### config.mk
export PLATFORM = sky130hd
export DESIGN_NAME = conversion_run_bit_top
export DESIGN_NICKNAME = d
export VERILOG_FILES = /design/src/conversion_run_bit_pkg.sv /design/src/conversion_run_bit_sar.sv /design/src/conversion_run_bit_top.sv
export SDC_FILE = /design/constraint.sdc
export NUM_CORES = 1
export LEC_CHECK = 0
export ABC_AREA = 1
export BUFFER_PORTS_ARGS = -buffer_cell sky130_fd_sc_hd__buf_2
export CAP_MARGIN = 20
export CELL_PAD_IN_SITES_DETAIL_PLACEMENT = 0
export CELL_PAD_IN_SITES_GLOBAL_PLACEMENT = 1
export CORE_MARGIN = 1.5
export CORE_UTILIZATION = 35
export DETAILED_ROUTE_END_ITERATION = 8
export PLACE_DENSITY = 0.7
export SYNTH_ARGS = -nofsm -noshare
export SYNTH_HDL_FRONTEND = slang
export SYNTH_SLANG_ARGS = --single-unit
export TNS_END_PERCENT = 50
### constraint.sdc
create_clock -name clk -period 3.86 [get_ports clk]
set_clock_uncertainty 0.2 [all_clocks]
set_input_delay 0 -clock clk [delete_from_list [all_inputs] [get_ports clk]]
set_output_delay 0 -clock clk [all_outputs]
set_load 0.1 [all_outputs]
### src/conversion_run_bit_pkg.sv
// Shared constants for the converter sequencing and power-fail compare block
package conversion_run_bit_pkg;
    // Register addresses on the plain register port
    localparam logic [2:0] ADDR_MODE     = 3'h0;
    localparam logic [2:0] ADDR_CHANNEL  = 3'h1;
    localparam logic [2:0] ADDR_RESULT   = 3'h2;
    localparam logic [2:0] ADDR_PF_MODE  = 3'h3;
    localparam logic [2:0] ADDR_PF_THRES = 3'h4;
    localparam logic [2:0] ADDR_STATUS   = 3'h5;

    // Mode register fields
    localparam int MODE_RUN_BIT  = 7;
    localparam int MODE_TSEL_HI  = 5;
    localparam int MODE_TSEL_LO  = 3;
    localparam int MODE_CPWR_BIT = 0;

    // Power-fail mode fields
    localparam int PFM_ENABLE_BIT = 7;
    localparam int PFM_BELOW_BIT  = 6;

    // Status register fields
    localparam int STAT_BUSY_BIT    = 0;
    localparam int STAT_SETTLED_BIT = 1;
    localparam int STAT_PF_BIT      = 2;

    // Reset values
    localparam logic [7:0] MODE_RST  = 8'h00;
    localparam logic [2:0] CHAN_RST  = 3'h0;
    localparam logic [7:0] PFM_RST   = 8'h00;
    localparam logic [7:0] PFT_RST   = 8'h00;
    localparam logic [9:0] RES_RST   = 10'h000;

    // Timing: comparator settling interval
    localparam int CLK_PERIOD_NS = 40;
    localparam int SETTLE_NS     = 14000;
    localparam int SETTLE_CYC    = (SETTLE_NS + CLK_PERIOD_NS - 1) / CLK_PERIOD_NS;

    // Conversion shape: sampling steps before the ten bit trials
    localparam int SAMPLE_STEPS = 2;
    localparam int RES_BITS     = 10;
    localparam int STEP_BASE    = 2;

    // Top-level sequencer states, Gray along idle, delay, convert
    typedef enum logic [1:0] {
        CONVERSION_RUN_BIT_IDLE  = 2'b00,
        CONVERSION_RUN_BIT_DELAY = 2'b01,
        CONVERSION_RUN_BIT_CONV  = 2'b11
    } conversion_run_bit_state_e;
endpackage : conversion_run_bit_pkg

### src/conversion_run_bit_sar.sv
// Successive-approximation engine: sampling then ten bit trials
`timescale 1ns/1ns
module conversion_run_bit_sar
(
    // Clock and reset
    input  wire logic       clk,
    input  wire logic       arst_n,
    // Control
    input  wire logic       start,
    input  wire logic       abort,
    input  wire logic [3:0] step_len,
    // Analog comparator
    input  wire logic       cmp_hi,
    // Results
    output logic      [9:0] dac_code,
    output logic      [9:0] result,
    output logic            done,
    output logic            busy
);
    logic [9:0] trial_q, trial_d;
    logic [3:0] step_q,  step_d;
    logic [3:0] cyc_q,   cyc_d;
    logic       busy_q,  busy_d;
    logic       done_q,  done_d;
    logic [3:0] bit_idx;

    // Next trial pattern and step bookkeeping
    always_comb
    begin
        trial_d = trial_q;
        step_d  = step_q;
        cyc_d   = cyc_q;
        busy_d  = busy_q;
        done_d  = 1'b0;
        bit_idx = 4'(conversion_run_bit_pkg::RES_BITS - 1) - (step_q - 4'(conversion_run_bit_pkg::SAMPLE_STEPS));
        if (abort)
        begin
            busy_d = 1'b0;
        end
        else if (start)
        begin
            busy_d  = 1'b1;
            step_d  = 4'h0;
            cyc_d   = 4'h0;
            trial_d = 10'h200;
        end
        else if (busy_q)
        begin
            if (cyc_q == step_len - 4'h1)
            begin
                cyc_d = 4'h0;
                if (step_q >= 4'(conversion_run_bit_pkg::SAMPLE_STEPS))
                begin
                    // Keep or drop the trial bit, then try the next one
                    trial_d[bit_idx] = cmp_hi;
                    if (bit_idx != 4'h0)
                        trial_d[bit_idx - 4'h1] = 1'b1;
                end
                if (step_q == 4'(conversion_run_bit_pkg::SAMPLE_STEPS + conversion_run_bit_pkg::RES_BITS - 1))
                begin
                    busy_d = 1'b0;
                    done_d = 1'b1;
                end
                else
                    step_d = step_q + 4'h1;
            end
            else
                cyc_d = cyc_q + 4'h1;
        end
    end

    // Register the engine state
    always_ff @(posedge clk or negedge arst_n)
    begin
        if (!arst_n)
        begin
            trial_q <= 10'h000;
            step_q  <= 4'h0;
            cyc_q   <= 4'h0;
            busy_q  <= 1'b0;
            done_q  <= 1'b0;
        end
        else
        begin
            trial_q <= trial_d;
            step_q  <= step_d;
            cyc_q   <= cyc_d;
            busy_q  <= busy_d;
            done_q  <= done_d;
        end
    end

    assign dac_code = trial_q;
    assign result   = trial_q;
    assign done     = done_q;
    assign busy     = busy_q;
endmodule : conversion_run_bit_sar

### src/conversion_run_bit_top.sv
// Converter sequencing, register file and power-fail compare
//
// The implementer's own choices: the placing of the registers and strobed register access.
`timescale 1ns/1ns
module conversion_run_bit_top
#(
    parameter int START_DLY_CYC = 4
)
(
    // Clock and reset
    input  wire logic       clk,
    input  wire logic       arst_n,
    // Register port
    input  wire logic [2:0] reg_addr,
    input  wire logic [9:0] reg_wdata,
    input  wire logic       reg_wr,
    input  wire logic       reg_rd,
    output logic      [9:0] reg_rdata,
    output logic            bus_wait,
    // System state
    input  wire logic       standby,
    // Analog front end
    input  wire logic       cmp_hi,
    output logic      [9:0] dac_code,
    output logic      [2:0] analog_input_sel,
    output logic            comparator_power,
    // Events
    output logic            conversion_done_irq,
    output logic            powerfail_alarm
);
    conversion_run_bit_pkg::conversion_run_bit_state_e state_q, state_d;
    logic [7:0] mode_q,   mode_d;
    logic [2:0] chan_q,   chan_d;
    logic [7:0] pfm_q,    pfm_d;
    logic [7:0] pft_q,    pft_d;
    logic [9:0] res_q,    res_d;
    logic [9:0] pend_q,   pend_d;
    logic       pendv_q,  pendv_d;
    logic [9:0] rdata_q,  rdata_d;
    logic       wait_q,   wait_d;
    logic       irq_q,    irq_d;
    logic       pf_q,     pf_d;
    logic [7:0] dly_q,    dly_d;
    logic [8:0] settle_q, settle_d;
    logic       sar_start, sar_abort, sar_done, sar_busy;
    logic [9:0] sar_res,  sar_dac;
    logic       wr_mode, wr_chan, rd_res, run_ok, new_val;
    logic [9:0] store_val;

    // Cycles per bit step from the time-select field
    function automatic logic [3:0] step_cycles(input logic [2:0] tsel);
        step_cycles = 4'(conversion_run_bit_pkg::STEP_BASE) + {1'b0, tsel};
    endfunction : step_cycles

    // Power-fail test on the upper eight result bits
    function automatic logic pf_hit(input logic [9:0] res, input logic [7:0] powerfail_mode_reg,
                                    input logic [7:0] powerfail_threshold_reg);
        if (powerfail_mode_reg[conversion_run_bit_pkg::PFM_BELOW_BIT])
            pf_hit = res[9:2] < powerfail_threshold_reg;
        else
            pf_hit = res[9:2] >= powerfail_threshold_reg;
    endfunction : pf_hit

    conversion_run_bit_sar u_sar
    (
        .clk      (clk),
        .arst_n   (arst_n),
        .start    (sar_start),
        .abort    (sar_abort),
        .step_len (step_cycles(mode_q[conversion_run_bit_pkg::MODE_TSEL_HI:conversion_run_bit_pkg::MODE_TSEL_LO])),
        .cmp_hi   (cmp_hi),
        .dac_code (sar_dac),
        .result   (sar_res),
        .done     (sar_done),
        .busy     (sar_busy)
    );

    // Register access decode
    always_comb
    begin
        wr_mode = reg_wr && (reg_addr == conversion_run_bit_pkg::ADDR_MODE);
        wr_chan = reg_wr && (reg_addr == conversion_run_bit_pkg::ADDR_CHANNEL);
        rd_res  = reg_rd && (reg_addr == conversion_run_bit_pkg::ADDR_RESULT);
    end

    // Register file, read data and wait indication
    always_comb
    begin
        mode_d = mode_q;
        chan_d = chan_q;
        pfm_d  = pfm_q;
        pft_d  = pft_q;
        if (wr_mode)
            mode_d = reg_wdata[7:0];
        if (wr_chan)
            chan_d = reg_wdata[2:0];
        if (reg_wr && reg_addr == conversion_run_bit_pkg::ADDR_PF_MODE)
            pfm_d = reg_wdata[7:0];
        if (reg_wr && reg_addr == conversion_run_bit_pkg::ADDR_PF_THRES)
            pft_d = reg_wdata[7:0];
        // Wait on channel, power-fail and mode writes or result read
        wait_d = (reg_wr && (reg_addr == conversion_run_bit_pkg::ADDR_CHANNEL ||
                             reg_addr == conversion_run_bit_pkg::ADDR_PF_MODE ||
                             reg_addr == conversion_run_bit_pkg::ADDR_PF_THRES ||
                             reg_addr == conversion_run_bit_pkg::ADDR_MODE))
                 || rd_res;
        rdata_d = 10'h000;
        if (reg_rd)
        begin
            case (reg_addr)
                conversion_run_bit_pkg::ADDR_MODE:     rdata_d = {2'b00, mode_q};
                conversion_run_bit_pkg::ADDR_CHANNEL:  rdata_d = {7'h00, chan_q};
                conversion_run_bit_pkg::ADDR_RESULT:   rdata_d = res_q;
                conversion_run_bit_pkg::ADDR_PF_MODE:  rdata_d = {2'b00, pfm_q};
                conversion_run_bit_pkg::ADDR_PF_THRES: rdata_d = {2'b00, pft_q};
                conversion_run_bit_pkg::ADDR_STATUS:
                begin
                    rdata_d[conversion_run_bit_pkg::STAT_BUSY_BIT]    = (state_q != conversion_run_bit_pkg::CONVERSION_RUN_BIT_IDLE);
                    rdata_d[conversion_run_bit_pkg::STAT_SETTLED_BIT] = (settle_q == 9'h000) &&
                                                          mode_q[conversion_run_bit_pkg::MODE_CPWR_BIT];
                    rdata_d[conversion_run_bit_pkg::STAT_PF_BIT]      = pf_q;
                end
                default:                 rdata_d = 10'h000;
            endcase
        end
    end

    // Comparator settling counter, restarted when power is switched on
    always_comb
    begin
        settle_d = settle_q;
        if (!mode_q[conversion_run_bit_pkg::MODE_CPWR_BIT])
            settle_d = 9'(conversion_run_bit_pkg::SETTLE_CYC);
        else if (settle_q != 9'h000)
            settle_d = settle_q - 9'h001;
    end

    // Conversion sequencer
    always_comb
    begin
        state_d   = state_q;
        dly_d     = dly_q;
        sar_start = 1'b0;
        sar_abort = 1'b0;
        run_ok    = mode_d[conversion_run_bit_pkg::MODE_RUN_BIT] && !standby;
        if (!run_ok)
        begin
            state_d   = conversion_run_bit_pkg::CONVERSION_RUN_BIT_IDLE;
            sar_abort = 1'b1;
        end
        else if (wr_mode || wr_chan || state_q == conversion_run_bit_pkg::CONVERSION_RUN_BIT_IDLE)
        begin
            // Fresh start pays the start delay first
            state_d   = conversion_run_bit_pkg::CONVERSION_RUN_BIT_DELAY;
            dly_d     = 8'(START_DLY_CYC);
            sar_abort = 1'b1;
        end
        else
        begin
            case (state_q)
                conversion_run_bit_pkg::CONVERSION_RUN_BIT_DELAY:
                begin
                    if (dly_q == 8'h00)
                    begin
                        state_d   = conversion_run_bit_pkg::CONVERSION_RUN_BIT_CONV;
                        sar_start = 1'b1;
                    end
                    else
                        dly_d = dly_q - 8'h01;
                end
                conversion_run_bit_pkg::CONVERSION_RUN_BIT_CONV:
                begin
                    // Back-to-back restart: restart to done is the set time plus one cycle
                    if (sar_done || !sar_busy)
                        sar_start = 1'b1;
                end
                default: state_d = conversion_run_bit_pkg::CONVERSION_RUN_BIT_IDLE;
            endcase
        end
    end

    // Result storage, collisions and completion events
    always_comb
    begin
        res_d     = res_q;
        pend_d    = pend_q;
        pendv_d   = 1'b0;
        irq_d     = 1'b0;
        pf_d      = pf_q;
        new_val   = 1'b0;
        store_val = sar_res;
        if (wr_mode || wr_chan)
            new_val = 1'b0;
        else if (sar_done && rd_res)
        begin
            pendv_d = 1'b1;
            pend_d  = sar_res;
        end
        else if (pendv_q)
        begin
            new_val   = 1'b1;
            store_val = pend_q;
        end
        else if (sar_done)
            new_val = 1'b1;
        if (new_val)
        begin
            res_d = store_val;
            // Power-fail mode raises the event only on a compare hit
            if (pfm_q[conversion_run_bit_pkg::PFM_ENABLE_BIT])
            begin
                pf_d  = pf_hit(store_val, pfm_q, pft_q);
                irq_d = pf_d;
            end
            else
                irq_d = 1'b1;
        end
        if (!pfm_q[conversion_run_bit_pkg::PFM_ENABLE_BIT])
            pf_d = 1'b0;
    end

    // State registers
    always_ff @(posedge clk or negedge arst_n)
    begin
        if (!arst_n)
        begin
            state_q  <= conversion_run_bit_pkg::CONVERSION_RUN_BIT_IDLE;
            mode_q   <= conversion_run_bit_pkg::MODE_RST;
            chan_q   <= conversion_run_bit_pkg::CHAN_RST;
            pfm_q    <= conversion_run_bit_pkg::PFM_RST;
            pft_q    <= conversion_run_bit_pkg::PFT_RST;
            res_q    <= conversion_run_bit_pkg::RES_RST;
            pend_q   <= conversion_run_bit_pkg::RES_RST;
            pendv_q  <= 1'b0;
            rdata_q  <= 10'h000;
            wait_q   <= 1'b0;
            irq_q    <= 1'b0;
            pf_q     <= 1'b0;
            dly_q    <= 8'h00;
            settle_q <= 9'(conversion_run_bit_pkg::SETTLE_CYC);
        end
        else
        begin
            state_q  <= state_d;
            mode_q   <= mode_d;
            chan_q   <= chan_d;
            pfm_q    <= pfm_d;
            pft_q    <= pft_d;
            res_q    <= res_d;
            pend_q   <= pend_d;
            pendv_q  <= pendv_d;
            rdata_q  <= rdata_d;
            wait_q   <= wait_d;
            irq_q    <= irq_d;
            pf_q     <= pf_d;
            dly_q    <= dly_d;
            settle_q <= settle_d;
        end
    end

    // Outputs straight from flops
    assign reg_rdata           = rdata_q;
    assign bus_wait            = wait_q;
    assign dac_code            = sar_dac;
    assign analog_input_sel    = chan_q;
    assign comparator_power    = mode_q[conversion_run_bit_pkg::MODE_CPWR_BIT];
    assign conversion_done_irq = irq_q;
    assign powerfail_alarm     = pf_q;
endmodule : conversion_run_bit_top

=== Word level (Yosys, flattened, before mapping) ===
Cells that the tools add are included.

* Register bits after elaboration: 100
* Bits in latches: 0
* Bits in writable memories: 0
* Memory bits (read-only): 0
* Output and inout port bits: 27
* Logic and storage cells: 152
* Memories kept: 0

* $add $sub $neg: 9
* Multipliers: 0
* Div/mod/pow operators: 0
* $lt $le $gt $ge: 7
* Equal/unequal tests: 15
* Shift operators: 0
* Mux-type cells: 61
* Bitwise logic cells: 3
* Reductions and logical operators: 37

{| class="wikitable"
|+ Operators by type and width
! kind !! count
|-
| two-way mux 10 bit || 9
|-
| two-way mux 8 bit || 4
|-
| two-way mux 1 bit || 29
|-
| two-way mux 4 bit || 7
|-
| one-hot mux 7 bit (4 select lines) || 1
|-
| two-way mux 9 bit || 2
|-
| one-hot mux 3 bit (6 select lines) || 1
|-
| logical AND 1 bit || 11
|-
| bitwise mux 10 bit || 1
|-
| < comparator 4 x 5 -> 1 bit, second input constant || 2
|-
| bitwise OR 10 bit || 1
|-
| nonzero test 2 bit || 5
|-
| zero test 9 bit || 1
|-
| nonzero test 9 bit || 1
|-
| subtractor 9 x 1 -> 9 bit, second input constant || 1
|-
| adder 4 x 1 -> 4 bit, second input constant || 2
|-
| demux 1 bit (select 4 bit) || 2
|-
| >= comparator 4 x 1 -> 1 bit, second input constant || 2
|-
| >= comparator 8 bit || 1
|-
| zero test 8 bit || 1
|-
| < comparator 8 bit || 1
|-
| AND reduction 4 bit || 2
|-
| subtractor 4 x 1 -> 4 bit, second input constant || 2
|-
| subtractor 8 x 1 -> 8 bit, second input constant || 1
|-
| 26 further kinds || 42
|}

=== Logic depth before layout (Yosys ltp) ===
Gate-level depths: netlist (run 1).

* Depth in word-level cells: 13
* Depth in mapped cells: 17

=== Cells and area by module ===
From an unflattened synthesis (run 1), not the netlist that was laid out.

* Cell total of the unflattened synthesis: 709
* Area, all modules: 5592.9 um^2

{| class="wikitable"
|+ Modules (own cells, without submodules)
! module !! times used !! cells each !! area an instance (um^2) !! seq. area each (um^2)
|-
| conversion_run_bit_top || 1 || 499 || 4006.3 || 2009.4
|-
| conversion_run_bit_sar || 1 || 210 || 1586.5 || 500.5
|}

=== Worst setup path before layout (run 1) ===
OpenSTA, ideal clock, no wires.

* Path type: register -> register
* From: register u_sar.trial_q[8], in the netlist u_sar.dac_code[8]
* To: register pf_q, in the netlist powerfail_alarm
* Arrival time: 2.009 ns
* Setup slack: 1.530 ns
* Stages on the path, launching flop included: 10
* Buffers on the path: 0
* Cell sequence: dfrtp_1 inv_1 o21ai_0 ha_1 nand2_1 nor2_1 a21oi_1 nand3_1 nand4_1 nand2_1

* Longest elaborated chain between the ends: 7
* Elaborated cells on any way between the ends: 8
* Classes of those cells: 2 x order compare; 6 x mux

{| class="wikitable"
|+ Ends and longest elaborated chain
! element !! RTL line !! RTL
|-
| start, declared || conversion_run_bit_sar.sv:20 || <nowiki>logic [9:0] trial_q, trial_d;</nowiki>
|-
| start signal, assigned || conversion_run_bit_sar.sv:85 || <nowiki>trial_q <= trial_d;</nowiki>
|-
| two-way mux 10 bit || conversion_run_bit_top.sv:199 || <nowiki>else if (pendv_q)</nowiki>
|-
| two-way mux 10 bit || conversion_run_bit_top.sv:194 || <nowiki>else if (sar_done && rd_res)</nowiki>
|-
| two-way mux 10 bit * || conversion_run_bit_top.sv:192 || <nowiki>if (wr_mode || wr_chan)</nowiki>
|-
| named net store_val[8] || conversion_run_bit_top.sv:48 || <nowiki>logic [9:0] store_val;</nowiki>
|-
| >= comparator 8 bit / < comparator 8 bit (equally long branches) || conversion_run_bit_top.sv:61, conversion_run_bit_top.sv:59 ||
|-
| two-way mux 1 bit * || conversion_run_bit_top.sv:58 || <nowiki>if (powerfail_mode_reg[conversion_run_bit_pkg::PFM_BELOW_BIT])</nowiki>
|-
| two-way mux 1 bit * || conversion_run_bit_top.sv:206 || <nowiki>if (new_val)</nowiki>
|-
| two-way mux 1 bit * || conversion_run_bit_top.sv:218 || <nowiki>if (!pfm_q[conversion_run_bit_pkg::PFM_ENABLE_BIT])</nowiki>
|-
| end signal, assigned || conversion_run_bit_top.sv:255 || <nowiki>pf_q <= pf_d;</nowiki>
|-
| end, declared || conversion_run_bit_top.sv:42 || <nowiki>logic pf_q, pf_d;</nowiki>
|}

Mark *: on every way through the listed nets, which the timed path passes. The rest lies on a longest branch. The select of a mux whose other input is x is not followed.
A chain may end at the register's enable or synchronous reset.

=== Worst setup path in the final report (run 1) ===
* From: input reg_addr[2]
* To: register irq_q, in the netlist conversion_done_irq

* Longest elaborated chain between the ends: 9
* Elaborated cells on any way between the ends: 17
* Classes of those cells: 2 x order compare; 2 x eq/ne; 7 x mux; 6 x reduce/logical

{| class="wikitable"
|+ Ends and longest elaborated chain
! element !! RTL line !! RTL
|-
| start, declared || conversion_run_bit_top.sv:14 || <nowiki>input wire logic [2:0] reg_addr,</nowiki>
|-
| == test 3 x 2 -> 1 bit || conversion_run_bit_top.sv:83 || <nowiki>rd_res = reg_rd && (reg_addr == conversion_run_bit_pkg::ADDR_RESULT);</nowiki>
|-
| logical AND 1 bit || conversion_run_bit_top.sv:83 ||
|-
| logical AND 1 bit || conversion_run_bit_top.sv:194 ||
|-
| two-way mux 10 bit || conversion_run_bit_top.sv:194 ||
|-
| two-way mux 10 bit || conversion_run_bit_top.sv:192 ||
|-
| >= comparator 8 bit / < comparator 8 bit (equally long branches) || conversion_run_bit_top.sv:61, conversion_run_bit_top.sv:59 ||
|-
| two-way mux 1 bit || conversion_run_bit_top.sv:58 ||
|-
| two-way mux 1 bit || conversion_run_bit_top.sv:210 || <nowiki>if (pfm_q[conversion_run_bit_pkg::PFM_ENABLE_BIT])</nowiki>
|-
| two-way mux 1 bit * || conversion_run_bit_top.sv:206 ||
|-
| named net irq_d || conversion_run_bit_top.sv:41 || <nowiki>logic irq_q, irq_d;</nowiki>
|-
| end signal, assigned || conversion_run_bit_top.sv:254 || <nowiki>irq_q <= irq_d;</nowiki>
|-
| end, declared || conversion_run_bit_top.sv:41 ||
|}

Mark *: on every way through the listed nets, which the timed path passes. The rest lies on a longest branch.

==> qor.csv, run 1 <==
metric,value,unit
drv_slew,0,
ys_ff_latch,100,
cp-start-kind,primary input,
firstDrtPassIters,5,
insertedDiodeCount,0,
ys_warn_count,0,
grt_overflow_total,0,
synth_area,0.00550,mm²
cts_tree,done,
mostFrequentLayoutCells,"nand2_1 (202), dfrtp_1 (94), inv_1 (80), o21ai_0 (64), nand3_1 (54)",
die_area,0.0165,mm²
pin_count,46,
regToRegSetupSlack,1420,ps
start_util,36.1,%
cp_max_fo,21,
ys_seq_area_share,45.6,%
routed_wl,13.1,mm
drc,0,
setup_viol,0,
final_common_cell,nand2_1,
worstSetupPathType,primary input to flip-flop,
routed_via_density,4.81,
hold_slack,240,ps
placed_area,0.00589,mm²
detail-route-antenna-nets,0,
seq_area,0.00251,mm²
root_buffer,clkbuf_16,
clkPwrFrac,33.2,%
vias,4623,
drtIter0Drc,244,
fp-row-count,45,
seqPwrFrac,42.8,%
ff2ff_path_depth,12,
p_leak,3.35,nW
power.density,466,mW/mm²
layout.nets,784,
multi_input_area,0.00257,mm²
required,3900,ps
syn_nets,724,
setup_tns,0,ps
antenna_found_initial,0,
routedWlPerCell,13.6,µm
final_area,0.00644,mm²
maxCapViolations,0,
grt_use_total,17.3,%
max_freq,355,MHz
place.gp.congestion,0.822,
clock_latency,350,ps
grt_pass1_wl,22.3,mm
fin_crit,2810,ps
combPwrFrac,24.0,%
min_period_over_period,72.9,%
slew_headroom,55.5,%
clock_path_buffers,2,
final_core_util,42.2,%
status,"complete, no violations",
drive_gt1_share,14.0,%
internal_power,1.99,mW
die_y,128,µm
io_buffers,43,
setup_ws,1050,ps
syn_avg_cell_area,8.04,µm²
slowest_delay,530,ps
r2r_start,u_sar.done$_DFF_PN0_,
synth.distinct_cells,44,
tightest_slew,664,ps
fillers,1564,
place_ws,1290,ps
timing.rr.end,conversion_done_irq$_DFF_PN0_,
cp-end-kind,flip-flop,
cp_cell_sequence,"dlygate4sd3_1, buf_2, inv_2, nand3_1, nor2_2, nand2_2, nand2_4, nor2_8, o21ai_0, ha_1, nand2_1, nor2_1, a21oi_1, nand3_1, nand2_1, a21oi_1",
syn-instance-count,685,
grt_max_degree,79,
cp.arrival,2850,ps
numCtsBuffers,9,
clk_pin_slew,70,ps
hold_viol_final,0,
dp_hpwl,9.37,mm
switching_power,1.02,mW
syn_to_final_growth,17.0,%
hold_class,primary input to flip-flop,
postCtsSetupBuffers,0,
htree_levels,3,
irDropWorstVdd,220,µV
rsz0062_at_grt,false,
coreArea,0.0153,mm²
grt_pass1_vias,4546,
startpoint,reg_addr[2],
crit_end,conversion_done_irq$_DFF_PN0_,
cts_num_sinks,100,
p_sw_share,33.8,%
critPathSlowestCell,dlygate4sd3_1,
die_x,128,µm
## critical path, delay by kind of cell
kind            cells  cell delay [ps]
simple gates        9             1170
buf+inv             3              800
compound gates      3              560
fa+ha+maj           1              310
## registers in the layout, summed over array words and instances, names as in the netlist, 9 cells and up
| register | cells |
|---|---|
| reg_rdata | 10 |
| pend_q | 10 |
| settle_q | 9 |
| u_sar.dac_code | 10 |
| res_q | 10 |
## layer usage
layer,vias up,GRT usage (%),part of all wire (%)
li1,2336,-,-
met5,-,0,0
met2,88,28.8,46
met3,12,3.16,3.7
met1,2187,22.7,49
met4,0,5.88,1.3
## power groups by stage
| stage | Sequential [mW] | Clock, mW | Combinational (mW) |
|---|---|---|---|
| 6_report | 1.28 | 0.998 | 0.722 |
| 5_1_grt | 1.31 | 1.07 | 0.833 |
| 4_1_cts | 1.28 | 1.03 | 0.728 |
| 3_5_place_dp | 1.30 | 0 | 0.708 |
| 3_3_place_gp | 1.30 | 0 | 0.695 |
| 2_1_floorplan | 1.38 | 0 | 0.461 |
## cells in the mapped netlist (all sizes together)
cell type | n | area [µm²]
a211oi | 2 | 15.0
a21boi | 2 | 15.0
a21oi | 16 | 83.8
a221oi | 5 | 43.8
a31o | 1 | 8.76
a31oi | 3 | 18.8
and2 | 1 | 6.26
buf | 11 | 85.1
clkbuf | 5 | 18.8
clkinv | 1 | 3.75
dfrtp | 94 | 2350
dfstp | 6 | 158
ha | 20 | 250
inv | 84 | 315
mux2 | 1 | 11.3
nand2 | 208 | 821
nand3 | 59 | 350
nand3b | 2 | 15.0
nand4 | 9 | 56.3
nor2 | 50 | 250
nor3 | 5 | 30.0
o2111ai | 1 | 8.76
o21a | 2 | 15.0
o21ai | 80 | 434
o21bai | 1 | 7.51
o22ai | 1 | 6.26
o31ai | 2 | 15.0
or2 | 2 | 12.5
xnor2 | 3 | 26.3
xor2 | 8 | 70.1
## through the flow
| stage | power, mW | cells |
|---|---|---|
| CTS | 3.04 | 959 |
| global placement | 2.00 | 924 |
| detailed placement | 2.01 | 924 |
| global route | 3.21 | 961 |
| floorplan | 1.84 | 685 |
| finish | 3.00 | 961 |
## area by class of cell
type | count | area share (%)
clock inverters | 7 | 1.53
well taps | 211 | 4.10
clock buffers | 9 | 3.50
inverters | 85 | 4.95
multi-input cells | 484 | 39.9
flip-flops and latches | 100 | 39.0
repair buffers | 65 | 7.03
## worst min path at each step
stage	startpoint	to	slack, ps	cells after the start
floorplan	arst_n	analog_input_sel[0]$_DFFE_PN0P_	-500	0
global placement	arst_n	reg_rdata[3]$_DFF_PN0_	30	1
detailed placement	arst_n	reg_rdata[3]$_DFF_PN0_	40	1
CTS	arst_n	settle_q[7]$_DFFE_PN0P_	220	2
global route	reg_rd	reg_rdata[0]$_DFF_PN0_	270	3
finish	reg_rd	reg_rdata[0]$_DFF_PN0_	240	3
## timing repair
item	CTS	global route
hold buffers	19	1
resized for setup	0	0
endpoints found under the hold margin	122	23
## logic make-up (layout without fill, tap and decap cells)
kind of cell    after synthesis  in the layout  share of synthesized area [%]
compound gates              116            116                           12.2
simple gates                336            336                           28.0
fa+ha+maj                    20             20                           4.55
buf+inv                     101            166                           7.68
flops                       100            100                           45.6
xor+xnor                     11             11                           1.75
mux                           1              1                          0.205
Note: power is estimated with default switching activity, not from simulation.
==> run 2: changes to the inputs <==
--- a/config.mk
+++ b/config.mk
@@ -13,7 +13,7 @@
 export CORE_MARGIN = 1.5
 export CORE_UTILIZATION = 35
 export DETAILED_ROUTE_END_ITERATION = 8
-export PLACE_DENSITY = 0.7
+export PLACE_DENSITY = 0.72
 export SYNTH_ARGS = -nofsm -noshare
 export SYNTH_HDL_FRONTEND = slang
 export SYNTH_SLANG_ARGS = --single-unit
==> constraint.sdc (replaced) <==
create_clock -name clk -period 2.55 [get_ports clk]
set_clock_uncertainty 0.2 [all_clocks]
set_input_delay 0 -clock clk [delete_from_list [all_inputs] [get_ports clk]]
set_output_delay 0 -clock clk [all_outputs]
set_load 0.1 [all_outputs]
==> qor.csv, run 2 (synthesized netlist as in run 1, its figures left out) <==
metric,value,unit,change
hold_viol_final,0,,unchanged
syn_to_final_growth,18.7,%,
required,2640,ps,-1260 ps
cp_cell_sequence,"dlygate4sd3_1, buf_2, inv_2, nand3_2, nor2_4, nand2_2, nand2_4, nor2_8, o21ai_2, ha_1, a21oi_1, o21a_1, nand2_1, nand2_1, nand2_1, a21oi_2",,
grt_use_total,17.4,%,+0.14 points
total_power,4.40,mW,+47%
setup_viol,0,,unchanged
grt_overflow_total,0,,unchanged
clk_pin_slew,70,ps,about the same
start_util,36.1,%,unchanged
cp.buffers_inverters,3,,unchanged
root_buffer,clkbuf_16,,
worstSetupPathType,primary input to flip-flop,,
clock_latency,360,ps,about the same
insertedDiodeCount,0,,unchanged
place.gp.congestion,0.836,,+1.6%
place_ws,169,ps,-1120 ps
p_leak,3.37,nW,+0.53%
die_y,128,µm,unchanged
slowest_delay,540,ps,about the same
fin_crit,2420,ps,
vias,4705,,+1.8%
maxCapViolations,0,,unchanged
fillers,1581,,+1.1%
slew_headroom,51.9,%,-3.6 points
io_buffers,43,,unchanged
layout.nets,795,,+1.4%
irDropWorstVdd,327,µV,+49%
antenna_found_initial,0,,unchanged
final_common_cell,nand2_1,,
cp.arrival,2500,ps,-350 ps
critPathSlowestCell,dlygate4sd3_1,,
cp-end-kind,flip-flop,,
drive_gt1_share,15.6,%,+1.6 points
hold_class,primary input to asynchronous set/reset pin,,
power.density,674,mW/mm²,+45%
cts_tree,done,,
worst_path_most_repeated_cell,nand2_1,,
firstDrtPassIters,4,,-1
grt_max_degree,43,,-46%
grt_pass1_vias,4604,,+1.3%
min_period_over_period,94.8,%,
htree_levels,3,,unchanged
tightest_slew,719,ps,+54.2 ps
routedWlPerCell,14.0,µm,+2.6%
routed_wl,13.6,mm,+3.8%
mostFrequentLayoutCells,"nand2_1 (201), dfrtp_1 (94), inv_1 (80), o21ai_0 (61), nand3_1 (53)",,
die_x,128,µm,unchanged
pin_count,46,,unchanged
drtIter0Drc,221,,-9.4%
grt_pass1_wl,22.4,mm,+0.50%
cp_max_fo,8,,-62%
clock_path_buffers,2,,unchanged
dp_hpwl,9.61,mm,+2.6%
die_area,0.0165,mm²,unchanged
cts_num_sinks,100,,unchanged
numCtsBuffers,9,,unchanged
status,"complete, no violations",,
cp-start-kind,primary input,,
detail-route-antenna-nets,0,,unchanged
path_delay_family,buffers and inverters,,
fp-row-count,45,,unchanged
drc,0,,unchanged
drv_slew,0,,unchanged
setup_ws,133,ps,-912 ps
max_freq,414,MHz,
coreArea,0.0153,mm²,unchanged
routed_via_density,4.84,,+0.62%
==> run 2: timing repair <==
action | in CTS | in global routing
hold endpoints to repair | 149 | 0
hold buffers | 21 | 0
setup endpoints to repair | 0 | 9
resized for setup | 0 | 10
buffers inserted | 0 | 1
==> run 2: routing by layer <==
| metal | part of all wire (%) | wire [µm] | global-route usage (%) |
|---|---|---|---|
| met1 | 47 | 6380 | 22.6 |
| met2 | 48 | 6500 | 29.3 |
| met3 | 4.0 | 541 | 4.28 |
| met4 | 1.2 | 167 | 4.16 |
| met5 | 0 | 0 | 0 |
==> run 2: layout make-up <==
cell class                      count  area (µm²)  share of cell area, %
Tap cell                          211         264                   4.04
Clock buffer                       10         229                   3.51
Multi-Input combinational cell    485        2620                   40.1
Inverter                           85         319                   4.89
Clock inverter                      6        56.3                  0.862
Sequential cell                   100        2510                   38.4
Timing Repair Buffer               75         533                   8.16
==> run 2: final timing paths <==
path / start / to / slack (ps) / depth (start not counted)
worst max register to register: u_sar.done$_DFF_PN0_ / conversion_done_irq$_DFF_PN0_ / 380 / 12
min in group clk: reg_addr[2] / reg_rdata[0]$_DFF_PN0_ / 100 / 5
worst max-delay path: reg_addr[0] / conversion_done_irq$_DFF_PN0_ / 130 / 16
worst min-delay path: arst_n / settle_q[6]$_DFFE_PN1P_ / 50 / 2
worst min register to register: pend_q[9]$_DFFE_PN0P_ / pend_q[9]$_DFFE_PN0P_ / 280 / 2
max in group asynchronous: arst_n / u_sar.dac_code[8]$_DFFE_PN0P_ / 1790 / 3
==> run 2: power breakdown <==
| group | internal, mW | switching (mW) | total [mW] | leakage (nW) |
|---|---|---|---|---|
| clock network | 0.683 | 0.654 | 1.34 | 0.137 |
| registers | 1.77 | 0.165 | 1.93 | 1.31 |
| logic | 0.387 | 0.742 | 1.13 | 1.93 |
| total | 2.84 | 1.56 | 4.40 | 3.37 |
==> run 2: per-stage QoR <==
stage / area (µm²) / setup TNS (ps) / cells / hold slack [ps] / utilization [%]
global placement: 5970 / 0 / 933 / -202 / 39.1
floorplan: 5500 / 0 / 685 / -496 / -
global route: 6530 / -36.8 / 972 / 67.2 / 42.8
detailed placement: 5970 / 0 / 933 / -194 / 39.1
CTS: 6470 / 0 / 970 / 17.1 / 42.4
finish: 6530 / 0 / 972 / 45.7 / 42.8
